File: src/hw/hbi_pkg.sv
// Constants shared by the host bus port of the two-axis pulse controller.
// Assumes a single 20 MHz reference clock and a synchronous active-low reset.
package hbi_pkg;

  // ==========================================================================
  // Timing
  // ==========================================================================
  // Clock rate in kHz and the command processing time in reference periods.
  localparam int unsigned CLK_KHZ        = 20000;
  localparam int unsigned CMD_PERIODS    = 4;
  // Cycles the port stays busy after taking a command.
  localparam logic [2:0]  CMD_CYCLES     = 3'(CMD_PERIODS);
  // Least reset hold in reference periods, for the bench.
  localparam int unsigned RST_MIN_CYCLES = 10;

  // ==========================================================================
  // Address map on the four address lines
  // ==========================================================================
  localparam logic [3:0] ADR_STATUS      = 4'h0;
  localparam logic [3:0] ADR_ERR_CAUSE   = 4'h1;
  localparam logic [3:0] ADR_EVT_CAUSE   = 4'h2;
  localparam logic [3:0] ADR_IRQ_MASK    = 4'h3;

  // ==========================================================================
  // Status word fields and reset values
  // ==========================================================================
  localparam int unsigned STAT_IRQ_BIT   = 0;
  localparam int unsigned STAT_BUSY_BIT  = 1;
  localparam int unsigned STAT_MODE_LSB  = 2;
  localparam int unsigned STAT_ERR_BIT   = 4;
  localparam int unsigned STAT_EVT_BIT   = 5;
  localparam logic [15:0] MASK_RST       = 16'h0001;
  localparam logic [15:0] CAUSE_RST      = 16'h0000;

  // ==========================================================================
  // Host bus protocol variants selected by the two mode pins
  // ==========================================================================
  typedef enum logic [1:0] {
    HBI_MODE_A = 2'h0,
    HBI_MODE_B = 2'h1,
    HBI_MODE_C = 2'h2,
    HBI_MODE_D = 2'h3
  } hbi_mode_e;

endpackage

File: src/hw/hbi_sync2.sv
// Two flip-flop synchroniser for a bundle of pin levels.
// Assumes the inputs are asynchronous to clk_in; reset is synchronous active low.
`timescale 1ns/1ns
`default_nettype none

module hbi_sync2 #(
  parameter int unsigned WIDTH = 1
) (
  // Clock and reset.
  input  wire logic             clk_in,
  input  wire logic             rst_n_in,
  // Raw pin levels and their synchronised copy.
  input  wire logic [WIDTH-1:0] async_in,
  input  wire logic [WIDTH-1:0] reset_val_in,
  output logic      [WIDTH-1:0] sync_out
);

  // ==========================================================================
  // Two stages
  // ==========================================================================
  logic [WIDTH-1:0] meta_r;  // First stage, read only by the second.

  // Both stages register every edge; the second is the only consumer of the first.
  always_ff @(posedge clk_in) begin
    if (!rst_n_in) begin
      meta_r   <= '1;
      sync_out <= '1;
    end else begin
      meta_r   <= async_in;
      sync_out <= meta_r;
    end
  end

  // The reset value port is kept constant-free of use; idle levels are all ones.
  logic unused_ok;
  assign unused_ok = ^reset_val_in;

endmodule

`default_nettype wire

File: src/hw/hbi_host_port.sv
// Host-facing control port of a two-axis pulse controller: strobes, address,
// mode select, command wait/busy and the interrupt request pin.
// Assumes an external CPU on an asynchronous parallel bus and one reference clock.
`timescale 1ns/1ns
`default_nettype none

module hbi_host_port (
  // Clock and reset.
  input  wire logic        clk_in,
  input  wire logic        rst_n_in,
  // Host bus pins; chip select and both strobes are active low.
  input  wire logic        cs_n_in,
  input  wire logic        rd_n_in,
  input  wire logic        wr_n_in,
  input  wire logic [3:0]  host_address_lines_in,
  input  wire logic        host_mode_select_lo_in,
  input  wire logic        host_mode_select_hi_in,
  // Data bus as three signals; enable low while driving.
  input  wire logic [15:0] data_in,
  output logic      [15:0] data_out,
  output logic             data_oe_n_out,
  // Handshake outputs.
  output logic             wait_request_n_out,
  output logic             interface_busy_n_out,
  // Interrupt request pin and event sources from the axis logic.
  output logic             irq_n_out,
  input  wire logic [15:0] err_event_in,
  input  wire logic [15:0] evt_event_in,
  // Latched protocol variant for the rest of the chip.
  output hbi_pkg::hbi_mode_e host_mode_out
);

  // ==========================================================================
  // Pin synchronisers
  // ==========================================================================
  logic [23:0] pins_s;  // Synchronised pin bundle.

  // All bus pins except data bit 15 pass two flip-flops before any logic reads them.
  hbi_sync2 #(.WIDTH(24)) u_sync (
    .clk_in       (clk_in),
    .rst_n_in     (rst_n_in),
    .async_in     ({cs_n_in, rd_n_in, wr_n_in, host_address_lines_in,
                    host_mode_select_hi_in, host_mode_select_lo_in,
                    data_in[14:0]}),
    .reset_val_in ('1),
    .sync_out     (pins_s)
  );

  logic        cs_n_s;  // Chip select, active low.
  logic        rd_n_s;  // Read strobe, active low.
  logic        wr_n_s;  // Write strobe, active low.
  logic [3:0]  adr_s;   // Address lines.
  logic [1:0]  mode_s;  // Mode select pins.
  logic [14:0] dat_s;   // Write data low bits; bit 15 of the mask is unused.

  assign cs_n_s = pins_s[23];
  assign rd_n_s = pins_s[22];
  assign wr_n_s = pins_s[21];
  assign adr_s  = pins_s[20:17];
  assign mode_s = pins_s[16:15];
  assign dat_s  = pins_s[14:0];

  // ==========================================================================
  // Strobe qualification and command sequencer
  // ==========================================================================
  typedef enum logic [1:0] {
    HBI_ST_IDLE = 2'b01,
    HBI_ST_BUSY = 2'b10
  } hbi_state_e;

  hbi_state_e state_r, state_nxt;    // Sequencer state.
  logic [2:0] cnt_r, cnt_nxt;        // Cycles left in the command.
  logic       rd_q_r, rd_q_nxt;      // Previous qualified read.
  logic       wr_q_r, wr_q_nxt;      // Previous qualified write.
  logic       wr_cmd_r, wr_cmd_nxt;  // Current command is a write.
  logic [3:0] cadr_r, cadr_nxt;      // Address held for the command.
  logic [14:0] cdat_r, cdat_nxt;     // Write data held for the command.
  hbi_pkg::hbi_mode_e mode_r, mode_nxt;  // Protocol variant.
  logic       rd_act, wr_act;        // Qualified strobe levels.
  logic       rd_go, wr_go;          // Strobe leading edges.
  logic       done;                  // Last cycle of a command.

  // A strobe counts only while chip select is low.
  assign rd_act = !cs_n_s && !rd_n_s;
  assign wr_act = !cs_n_s && !wr_n_s;
  assign rd_go  = rd_act && !rd_q_r;
  assign wr_go  = wr_act && !wr_q_r;

  // Next-state logic: a command occupies a fixed count of reference clocks.
  always_comb begin
    state_nxt  = state_r;
    cnt_nxt    = cnt_r;
    rd_q_nxt   = rd_act;
    wr_q_nxt   = wr_act;
    wr_cmd_nxt = wr_cmd_r;
    cadr_nxt   = cadr_r;
    cdat_nxt   = cdat_r;
    mode_nxt   = hbi_pkg::hbi_mode_e'(mode_s);
    done       = 1'b0;
    case (state_r)
      HBI_ST_IDLE: begin
        // Only a fresh strobe edge starts a command.
        if (rd_go || wr_go) begin
          state_nxt  = HBI_ST_BUSY;
          cnt_nxt    = hbi_pkg::CMD_CYCLES - 3'h1;
          wr_cmd_nxt = wr_go;
          cadr_nxt   = adr_s;
          cdat_nxt   = dat_s;
        end
      end
      HBI_ST_BUSY: begin
        // Count down; new strobes are ignored until done.
        if (cnt_r == 3'h0) begin
          state_nxt = HBI_ST_IDLE;
          done      = 1'b1;
        end else begin
          cnt_nxt = cnt_r - 3'h1;
        end
      end
      default: begin
        state_nxt = HBI_ST_IDLE;
      end
    endcase
  end

  // Registers of the sequencer.
  always_ff @(posedge clk_in) begin
    if (!rst_n_in) begin
      state_r  <= HBI_ST_IDLE;
      cnt_r    <= 3'h0;
      rd_q_r   <= 1'b0;
      wr_q_r   <= 1'b0;
      wr_cmd_r <= 1'b0;
      cadr_r   <= 4'h0;
      cdat_r   <= 15'h0000;
      mode_r   <= hbi_pkg::HBI_MODE_A;
    end else begin
      state_r  <= state_nxt;
      cnt_r    <= cnt_nxt;
      rd_q_r   <= rd_q_nxt;
      wr_q_r   <= wr_q_nxt;
      wr_cmd_r <= wr_cmd_nxt;
      cadr_r   <= cadr_nxt;
      cdat_r   <= cdat_nxt;
      mode_r   <= mode_nxt;
    end
  end

  // Wait request is low for the whole command; busy only for writes.
  assign wait_request_n_out   = (state_r != HBI_ST_BUSY);
  assign interface_busy_n_out = !((state_r == HBI_ST_BUSY) && wr_cmd_r);
  assign host_mode_out        = mode_r;

  // ==========================================================================
  // Interrupt causes, mask and pin
  // ==========================================================================
  logic [15:0] err_r, err_nxt;    // Pending error causes.
  logic [15:0] evt_r, evt_nxt;    // Pending event causes.
  logic        mask_r, mask_nxt;  // Interrupt mask, one blocks the pin.
  logic        irq_r, irq_nxt;    // Interrupt pin, active high internally.
  logic [15:0] rdat_r, rdat_nxt;  // Read data register.
  logic        oe_r, oe_nxt;      // Data drive, active high internally.
  logic        rd_err, rd_evt;    // Finished cause readouts.

  assign rd_err = done && !wr_cmd_r && (cadr_r == hbi_pkg::ADR_ERR_CAUSE);
  assign rd_evt = done && !wr_cmd_r && (cadr_r == hbi_pkg::ADR_EVT_CAUSE);

  // Causes are sticky; an event in the clearing cycle wins over the clear.
  always_comb begin
    err_nxt  = (rd_err ? 16'h0000 : err_r) | err_event_in;
    evt_nxt  = (rd_evt ? 16'h0000 : evt_r) | evt_event_in;
    mask_nxt = mask_r;
    rdat_nxt = rdat_r;
    oe_nxt   = (state_r == HBI_ST_BUSY) && !wr_cmd_r && rd_act;
    // A finished write to the mask address updates the mask.
    if (done && wr_cmd_r && (cadr_r == hbi_pkg::ADR_IRQ_MASK)) begin
      mask_nxt = cdat_r[0];
    end
    // Read data is captured when a read command starts.
    if ((state_r == HBI_ST_IDLE) && rd_go) begin
      if (adr_s == hbi_pkg::ADR_STATUS) begin
        rdat_nxt = 16'h0000;
        rdat_nxt[hbi_pkg::STAT_IRQ_BIT]  = irq_r;
        rdat_nxt[hbi_pkg::STAT_BUSY_BIT] = 1'b1;
        rdat_nxt[hbi_pkg::STAT_MODE_LSB +: 2] = mode_r;
        rdat_nxt[hbi_pkg::STAT_ERR_BIT]  = |err_r;
        rdat_nxt[hbi_pkg::STAT_EVT_BIT]  = |evt_r;
      end else if (adr_s == hbi_pkg::ADR_ERR_CAUSE) begin
        rdat_nxt = err_r;
      end else if (adr_s == hbi_pkg::ADR_EVT_CAUSE) begin
        rdat_nxt = evt_r;
      end else if (adr_s == hbi_pkg::ADR_IRQ_MASK) begin
        rdat_nxt = {15'h0000, mask_r};
      end else begin
        rdat_nxt = 16'h0000;
      end
    end
    // The pin follows pending causes; it drops once a readout leaves no cause pending.
    // Unmasking with causes still pending raises it again.
    irq_nxt = !mask_nxt && ((|err_nxt) || (|evt_nxt));
  end

  // Registers of the interrupt group.
  always_ff @(posedge clk_in) begin
    if (!rst_n_in) begin
      err_r  <= hbi_pkg::CAUSE_RST;
      evt_r  <= hbi_pkg::CAUSE_RST;
      mask_r <= hbi_pkg::MASK_RST[0];
      irq_r  <= 1'b0;
      rdat_r <= 16'h0000;
      oe_r   <= 1'b0;
    end else begin
      err_r  <= err_nxt;
      evt_r  <= evt_nxt;
      mask_r <= mask_nxt;
      irq_r  <= irq_nxt;
      rdat_r <= rdat_nxt;
      oe_r   <= oe_nxt;
    end
  end

  assign irq_n_out     = !irq_r;
  assign data_out      = rdat_r;
  assign data_oe_n_out = !oe_r;

  // Data bit 15 is never written into any register.
  logic unused_d15;
  assign unused_d15 = data_in[15];

endmodule

`default_nettype wire

File: config.mk
export PLATFORM = sky130hd
export DESIGN_NAME = hbi_host_port
export DESIGN_NICKNAME = d
export VERILOG_FILES = /design/src/hw/hbi_pkg.sv /design/src/hw/hbi_sync2.sv /design/src/hw/hbi_host_port.sv
export SDC_FILE = /design/constraint.sdc
export NUM_CORES = 1
export LEC_CHECK = 0
export BUFFER_PORTS_ARGS = -buffer_cell sky130_fd_sc_hd__buf_2
export CELL_PAD_IN_SITES_DETAIL_PLACEMENT = 0
export CELL_PAD_IN_SITES_GLOBAL_PLACEMENT = 1
export CORE_ASPECT_RATIO = 0.6
export CORE_MARGIN = 5
export CORE_UTILIZATION = 42
export DETAILED_ROUTE_END_ITERATION = 10
export PLACE_DENSITY_LB_ADDON = 0.12
export RECOVER_POWER = 25
export SYNTH_ARGS = -nofsm -noshare
export SYNTH_HDL_FRONTEND = slang
export SYNTH_SLANG_ARGS = --single-unit
export TNS_END_PERCENT = 10
File: constraint.sdc
create_clock -name clk_in -period 5 [get_ports clk_in]
set_input_delay 0.5 -clock clk_in [delete_from_list [all_inputs] [get_ports clk_in]]
set_output_delay 0.5 -clock clk_in [all_outputs]
set_load 0.02 [all_outputs]
==> impl_metrics.yaml, run 1 <==
synthesis:
  syn_nets: 385
  synth_edf_count: 0
  synth_top_area_frac: 0.552
  yosys-top-cells-area: "dfxtp_1 (55%), nor2_1 (7.0%), a21oi_1 (5.9%)"
  synthCells: 324
  yosysTopAreaCell: "dfxtp_1"
  synthFlopType: "dfxtp_1"
  ys_seq_area_frac: 0.552
  ys.warnings.count: 0
  synth_seq_cells: 86
  synth_area_mm2: 0.00312
  synth_async_sr_flop_share: 0
  avgSynthCellArea_um2: 9.62
  synth.distinct_cells: 40
final_layout:
  post-route-util: 0.524
  antenna_cells: 0
  area_growth_pct: 21.5
  fin_cells: 494
  final_nets: 446
  drive_gt1_frac: 0.215
worst_setup_path:
  cp_max_fo: 17
  crit_path_start_kind: "flip-flop"
  crit_chain: "inv_1, ha_1, ha_1, nor3b_1, nand4b_1, a211oi_1, a21oi_1"
  cp.arrival_ps: 2740
  cp_slowest_cell: "nand4b_1"
  crit_top_cell: "ha_1"
  max_stage_delay_ps: 700
  end_kind: "flip-flop"
  path_buf_inv: 1
  path_class: "reg2reg"
  cp_top_family: "simple AND/OR/NAND/NOR gates"
  cp.required_ps: 5210
job:
  drv_cap: 0
placed_design:
  dp.cells: 478
  dpl.hpwl_um: 5670
  io_buffers: 65
  globalplace.congestion: 0.793
  pre_cts_ws_ps: 2510
grt:
  grtUsageTotal: 0.175
  overflow: 0
  grt_max_degree: 61
  grt_pass1_vias: 2413
  gr-usage-met1: 0.279
  grt-busiest-layer: "met1"
  grt_pass1_wl_um: 12700
  antenna_found_initial: 0
  use_met2: 0.216
  gr-usage-met3: 0.0618
hold_path:
  min-delay-path-class: "in2reg"
detailed_routing:
  first_pass_iters: 4
  vias: 2534
  wl_per_cell_um: 15.6
  ant_nets: 0
  vias_per_cell: 5.13
  wl_um: 7720
  drcViolationCount: 0
  first_iter_violations: 196
timing:
  timing.final.crit_period_ps: 2540
  layout_setup_ws_ps: 2460
  tns_ps: 0
  rsz0062_at_grt: "no"
  setup_viol: 0
  slew_headroom: 0.336
  finalCritPeriodShare: 0.507
  maxSlewViolCount: 0
  tightest_slew_ps: 996
  hold_viol_final: 0
  skew_ps: 4.02
  max_freq_mhz: 394
clock_network:
  ctsHoldBuffers: 0
  cts_buffers: 9
  post_cts_buffers: 0
  root_buffer: "clkbuf_16"
  cts.repair.resized: 0
  cts_tree: "built"
  cts_num_sinks: 86
  h-tree-depth: 3
  clkLatencyLatePin_ps: 330
  max-clock-path-buffers: 2
  path_clk_slew_ps: 60
power_and_ir_drop:
  p_leak_nw: 1.52
  total_power_mw: 1.45
  ir_drop_uv: 246
  powerDensity_mw_per_mm2: 381
floorplan:
  die_area_mm2: 0.00930
  die_height_um: 76.7
  rows: 24
  boundaryPins: 81
  initial_utilization: 0.431
  die_x_um: 121
  core_area_mm2: 0.00724
status:
  status: "finished clean"
-- registers in the layout, indices dropped and copies added, names as in the netlist, 2 cells and up --
name             flops
err_r               16
u_sync.meta_r       10
evt_r               16
cnt_r                3
data_out            16
state_r              2
cadr_r               4
u_sync.sync_out     10
host_mode_out        2
-- worst paths after layout --
path / startpoint / to / slack (ps) / cells past startpoint
worst min-delay path: wr_n_in / u_sync.meta_r[21]$_SDFF_PN1_ / 350 / 2
worst min register to register: u_sync.meta_r[20]$_SDFF_PN1_ / u_sync.sync_out[20]$_SDFF_PN1_ / 400 / 1
worst max-delay path: cnt_r[0]$_SDFFE_PN0P_ / irq_r$_SDFF_PN0_ / 2460 / 7
worst max register to register: cnt_r[0]$_SDFFE_PN0P_ / irq_r$_SDFF_PN0_ / 2460 / 7
-- metal layers --
| metal | vias up | share of wire |
|---|---|---|
| met1 | 1166 | 0.52 |
| met2 | 86 | 0.39 |
| met3 | 6 | 0.085 |
| met5 | - | 0 |
| met4 | 0 | 0.0091 |
| li1 | 1276 | - |
-- layout by cell type (no fill, tap or decap), types with 3 or more instances in the layout --
cell and instances:
buf_2 59, nor2_1 58, mux2i_1 8, clkbuf_1 7, nor4_1 16, a221oi_1 7, nand2_1 4, nor3_1 16
a211oi_1 3, nor2b_1 3, clkbuf_8 3, clkbuf_16 9, a21oi_1 37, inv_1 8, nand2b_1 21, o2bb2ai_1 4
nand4_1 5, a221oi_2 3, a22oi_1 3, dfxtp_1 86
-- report_power, final --
part | leakage (nW) | internal [mW] | switching [mW] | total, mW
sequential | 0.710 | 0.716 | 0.0267 | 0.742
combinational | 0.671 | 0.0375 | 0.0417 | 0.0792
clock | 0.142 | 0.375 | 0.248 | 0.624
total | 1.52 | 1.13 | 0.317 | 1.45
-- synth_stat cells (all sizes together) (4+ instances only) --
cell	number
clkbuf	10
nor4	18
inv	9
a221oi	10
mux2i	8
buf	6
nor2	58
nand4	5
and2	4
nand2b	21
nand2	4
o2bb2ai	4
nor3	16
dfxtp	86
a21oi	37
-- final cells by class --
| class | count | area [um2] |
|---|---|---|
| clock buffers | 13 | 270 |
| fillers | 682 | 3450 |
| clock inverters | 3 | 17.5 |
| flip-flops and latches | 86 | 1720 |
| multi-input cells | 213 | 1290 |
| inverters | 9 | 33.8 |
| repair buffers | 66 | 325 |
| well taps | 104 | 130 |
-- per-stage QoR --
| step | cell area (um2) | hold slack (ps) |
|---|---|---|
| after floorplan | 3120 | 386 |
| after global placement | 3510 | 392 |
| after detailed placement | 3510 | 393 |
| after CTS | 3800 | 338 |
| after global routing | 3790 | 342 |
| final | 3790 | 345 |
-- kinds of logic after synthesis --
logic type,synth area share
AO/OA/AOI/OAI,0.140
buffers and inverters,0.0337
AND/OR/NAND/NOR,0.234
flip-flops,0.552
multiplexers,0.0329
adder cells (fa/ha/maj),0.00802
Note: power is estimated with default switching activity, not from simulation.
==> run 2: changes to the inputs <==
--- a/config.mk
+++ b/config.mk
@@ -10,7 +10,7 @@
 export CELL_PAD_IN_SITES_GLOBAL_PLACEMENT = 1
 export CORE_ASPECT_RATIO = 0.6
 export CORE_MARGIN = 5
-export CORE_UTILIZATION = 42
+export CORE_UTILIZATION = 35
 export DETAILED_ROUTE_END_ITERATION = 10
 export PLACE_DENSITY_LB_ADDON = 0.12
 export RECOVER_POWER = 25
==> constraint.sdc (replaced) <==
create_clock -name clk_in -period 2.3 [get_ports clk_in]
set_input_delay 0.23 -clock clk_in [delete_from_list [all_inputs] [get_ports clk_in]]
set_output_delay 0.23 -clock clk_in [all_outputs]
set_load 0.02 [all_outputs]
==> run 2 against run 1 <==
Via count is 0.24% higher. Register-to-register slack worse by 2300 ps. Clock skew up 2.7 ps. Combinational power is 130% higher. Die area grew 18%. Global-route usage down 2.2 points. Total power grew 110%. Final cell count is 3.2% higher. Worst setup slack worse by 2300 ps. Critical path type unchanged. Sequential share of layout area is 0.56 points lower. Clock power increased by 110%.
==> impl_metrics.yaml, run 2 (synthesized netlist as in run 1, its figures left out) <==
status:
  status: "finished clean"
final_layout:
  fill_cells: 885
  final_common_cell: "dfxtp_1"
  multi_input_area_mm2: 0.00129
  regArea_mm2: 0.00172
  drive_gt1_frac: 0.231
  final_nets: 454
  antenna_cells: 0
  area_growth_pct: 23.1
  final_area_mm2: 0.00384
  most-common-layout-cells: "dfxtp_1 (86), buf_2 (64), nor2_1 (58), a21oi_1 (37), nand2b_1 (21)"
detailed_routing:
  wl_um: 8270
  vias_per_cell: 4.98
  drcViolationCount: 0
  wl_per_cell_um: 16.2
  first_iter_violations: 131
  ant_nets: 0
  vias: 2540
  first_pass_iters: 4
worst_setup_path:
  cp.arrival_ps: 2310
  r2r-end: "err_r[5]$_SDFF_PN0_"
  r2r_slack_ps: 200
  end_kind: "flip-flop"
  reg2reg_depth: 8
  path_class: "reg2reg"
  crit_path_start_kind: "flip-flop"
  reg2reg_from: "cnt_r[0]$_SDFFE_PN0P_"
  cp_max_fo: 12
  cp.required_ps: 2510
placed_design:
  globalplace.congestion: 0.820
  dpl.hpwl_um: 6210
  io_buffers: 65
  pre_cts_ws_ps: 216
  placed_area_mm2: 0.00358
timing:
  timing.final.crit_period_ps: 2100
  skew_ps: 6.73
  layout_setup_ws_ps: 201
  rsz0062_at_grt: "no"
  finalCritPeriodShare: 0.912
  hold_viol_final: 0
  setup_viol: 0
  max_freq_mhz: 476
  maxSlewViolCount: 0
  slew_headroom: 0.337
  tns_ps: 0
  holdWs_ps: 75.2
  tightest_slew_ps: 995
floorplan:
  die_area_mm2: 0.0110
  initial_utilization: 0.363
  boundaryPins: 81
  core_area_mm2: 0.00859
  die_x_um: 132
  rows: 26
  die_height_um: 83.1
power_and_ir_drop:
  powerDensity_mw_per_mm2: 805
  ir_drop_uv: 333
  total_power_mw: 3.09
  p_leak_nw: 1.56
hold_path:
  min-delay-path-class: "in2reg"
  min_to: "u_sync.meta_r[20]$_SDFF_PN1_"
  hold-path-cell-count: 2
  hp-start: "host_address_lines_in[3]"
clock_network:
  post_cts_buffers: 0
  cts_buffers: 9
  root_buffer: "clkbuf_16"
  cts.repair.resized: 0
  cts_tree: "built"
  h-tree-depth: 3
  max-clock-path-buffers: 2
  ctsHoldBuffers: 0
  path_clk_slew_ps: 60
  clkLatencyLatePin_ps: 330
  cts_num_sinks: 86
grt:
  grt_pass1_vias: 2530
  overflow: 0
  grtUsageTotal: 0.152
  grt_max_degree: 30
  antenna_found_initial: 0
  grt_pass1_wl_um: 13300
job:
  drv_cap: 0
[run 2: area by class of cell]
type,instances,share of cell area
Sequential cell,86,0.449
Multi-Input combinational cell,213,0.336
Inverter,9,0.00880
Clock buffer,15,0.0672
Timing Repair Buffer,74,0.101
Tap cell,112,0.0365
Clock inverter,1,0.00130
[run 2: how the worst max path moves through the flow]
stage	from	endpoint	cells past startpoint	slack, ps
final	cnt_r[0]$_SDFFE_PN0P_	err_r[5]$_SDFF_PN0_	8	200
after global routing	cnt_r[0]$_SDFFE_PN0P_	err_r[6]$_SDFF_PN0_	8	4
after global placement	cnt_r[0]$_SDFFE_PN0P_	err_r[2]$_SDFF_PN0_	8	230
after detailed placement	cnt_r[0]$_SDFFE_PN0P_	err_r[10]$_SDFF_PN0_	8	220
after CTS	cnt_r[0]$_SDFFE_PN0P_	err_r[10]$_SDFF_PN0_	8	190
after floorplan	cnt_r[0]$_SDFFE_PN0P_	err_r[10]$_SDFF_PN0_	8	540
[run 2: worst max-delay path, cell delays in order (launching register included)]
cell and delay, ps:
dfxtp_1 320, inv_1 60, ha_1 140, ha_1 210, nor3b_1 350, nand4b_1 380
buf_4 310, a21oi_1 150, nor2_1 50
[run 2: metrics by stage]
step | util | std cells
after floorplan | - | 324
after global placement | 0.417 | 494
after detailed placement | 0.417 | 494
after CTS | 0.447 | 510
after global routing | 0.447 | 510
final | 0.447 | 510
[run 2: metal layers]
metal / up-vias / share of wire / global-route usage / routed length [um]
li1: 1298 / - / - / -
met1: 1166 / 0.55 / 0.245 / 4590
met2: 74 / 0.37 / 0.187 / 3040
met3: 2 / 0.075 / 0.0483 / 621
met4: 0 / 0.0025 / 0.0420 / 21
met5: - / 0 / 0 / 0
[run 2: power by group]
group / internal (mW) / switching (mW) / total [mW]
registers: 1.56 / 0.0570 / 1.61
logic: 0.0854 / 0.0980 / 0.183
clock network: 0.761 / 0.533 / 1.29
total: 2.40 / 0.688 / 3.09
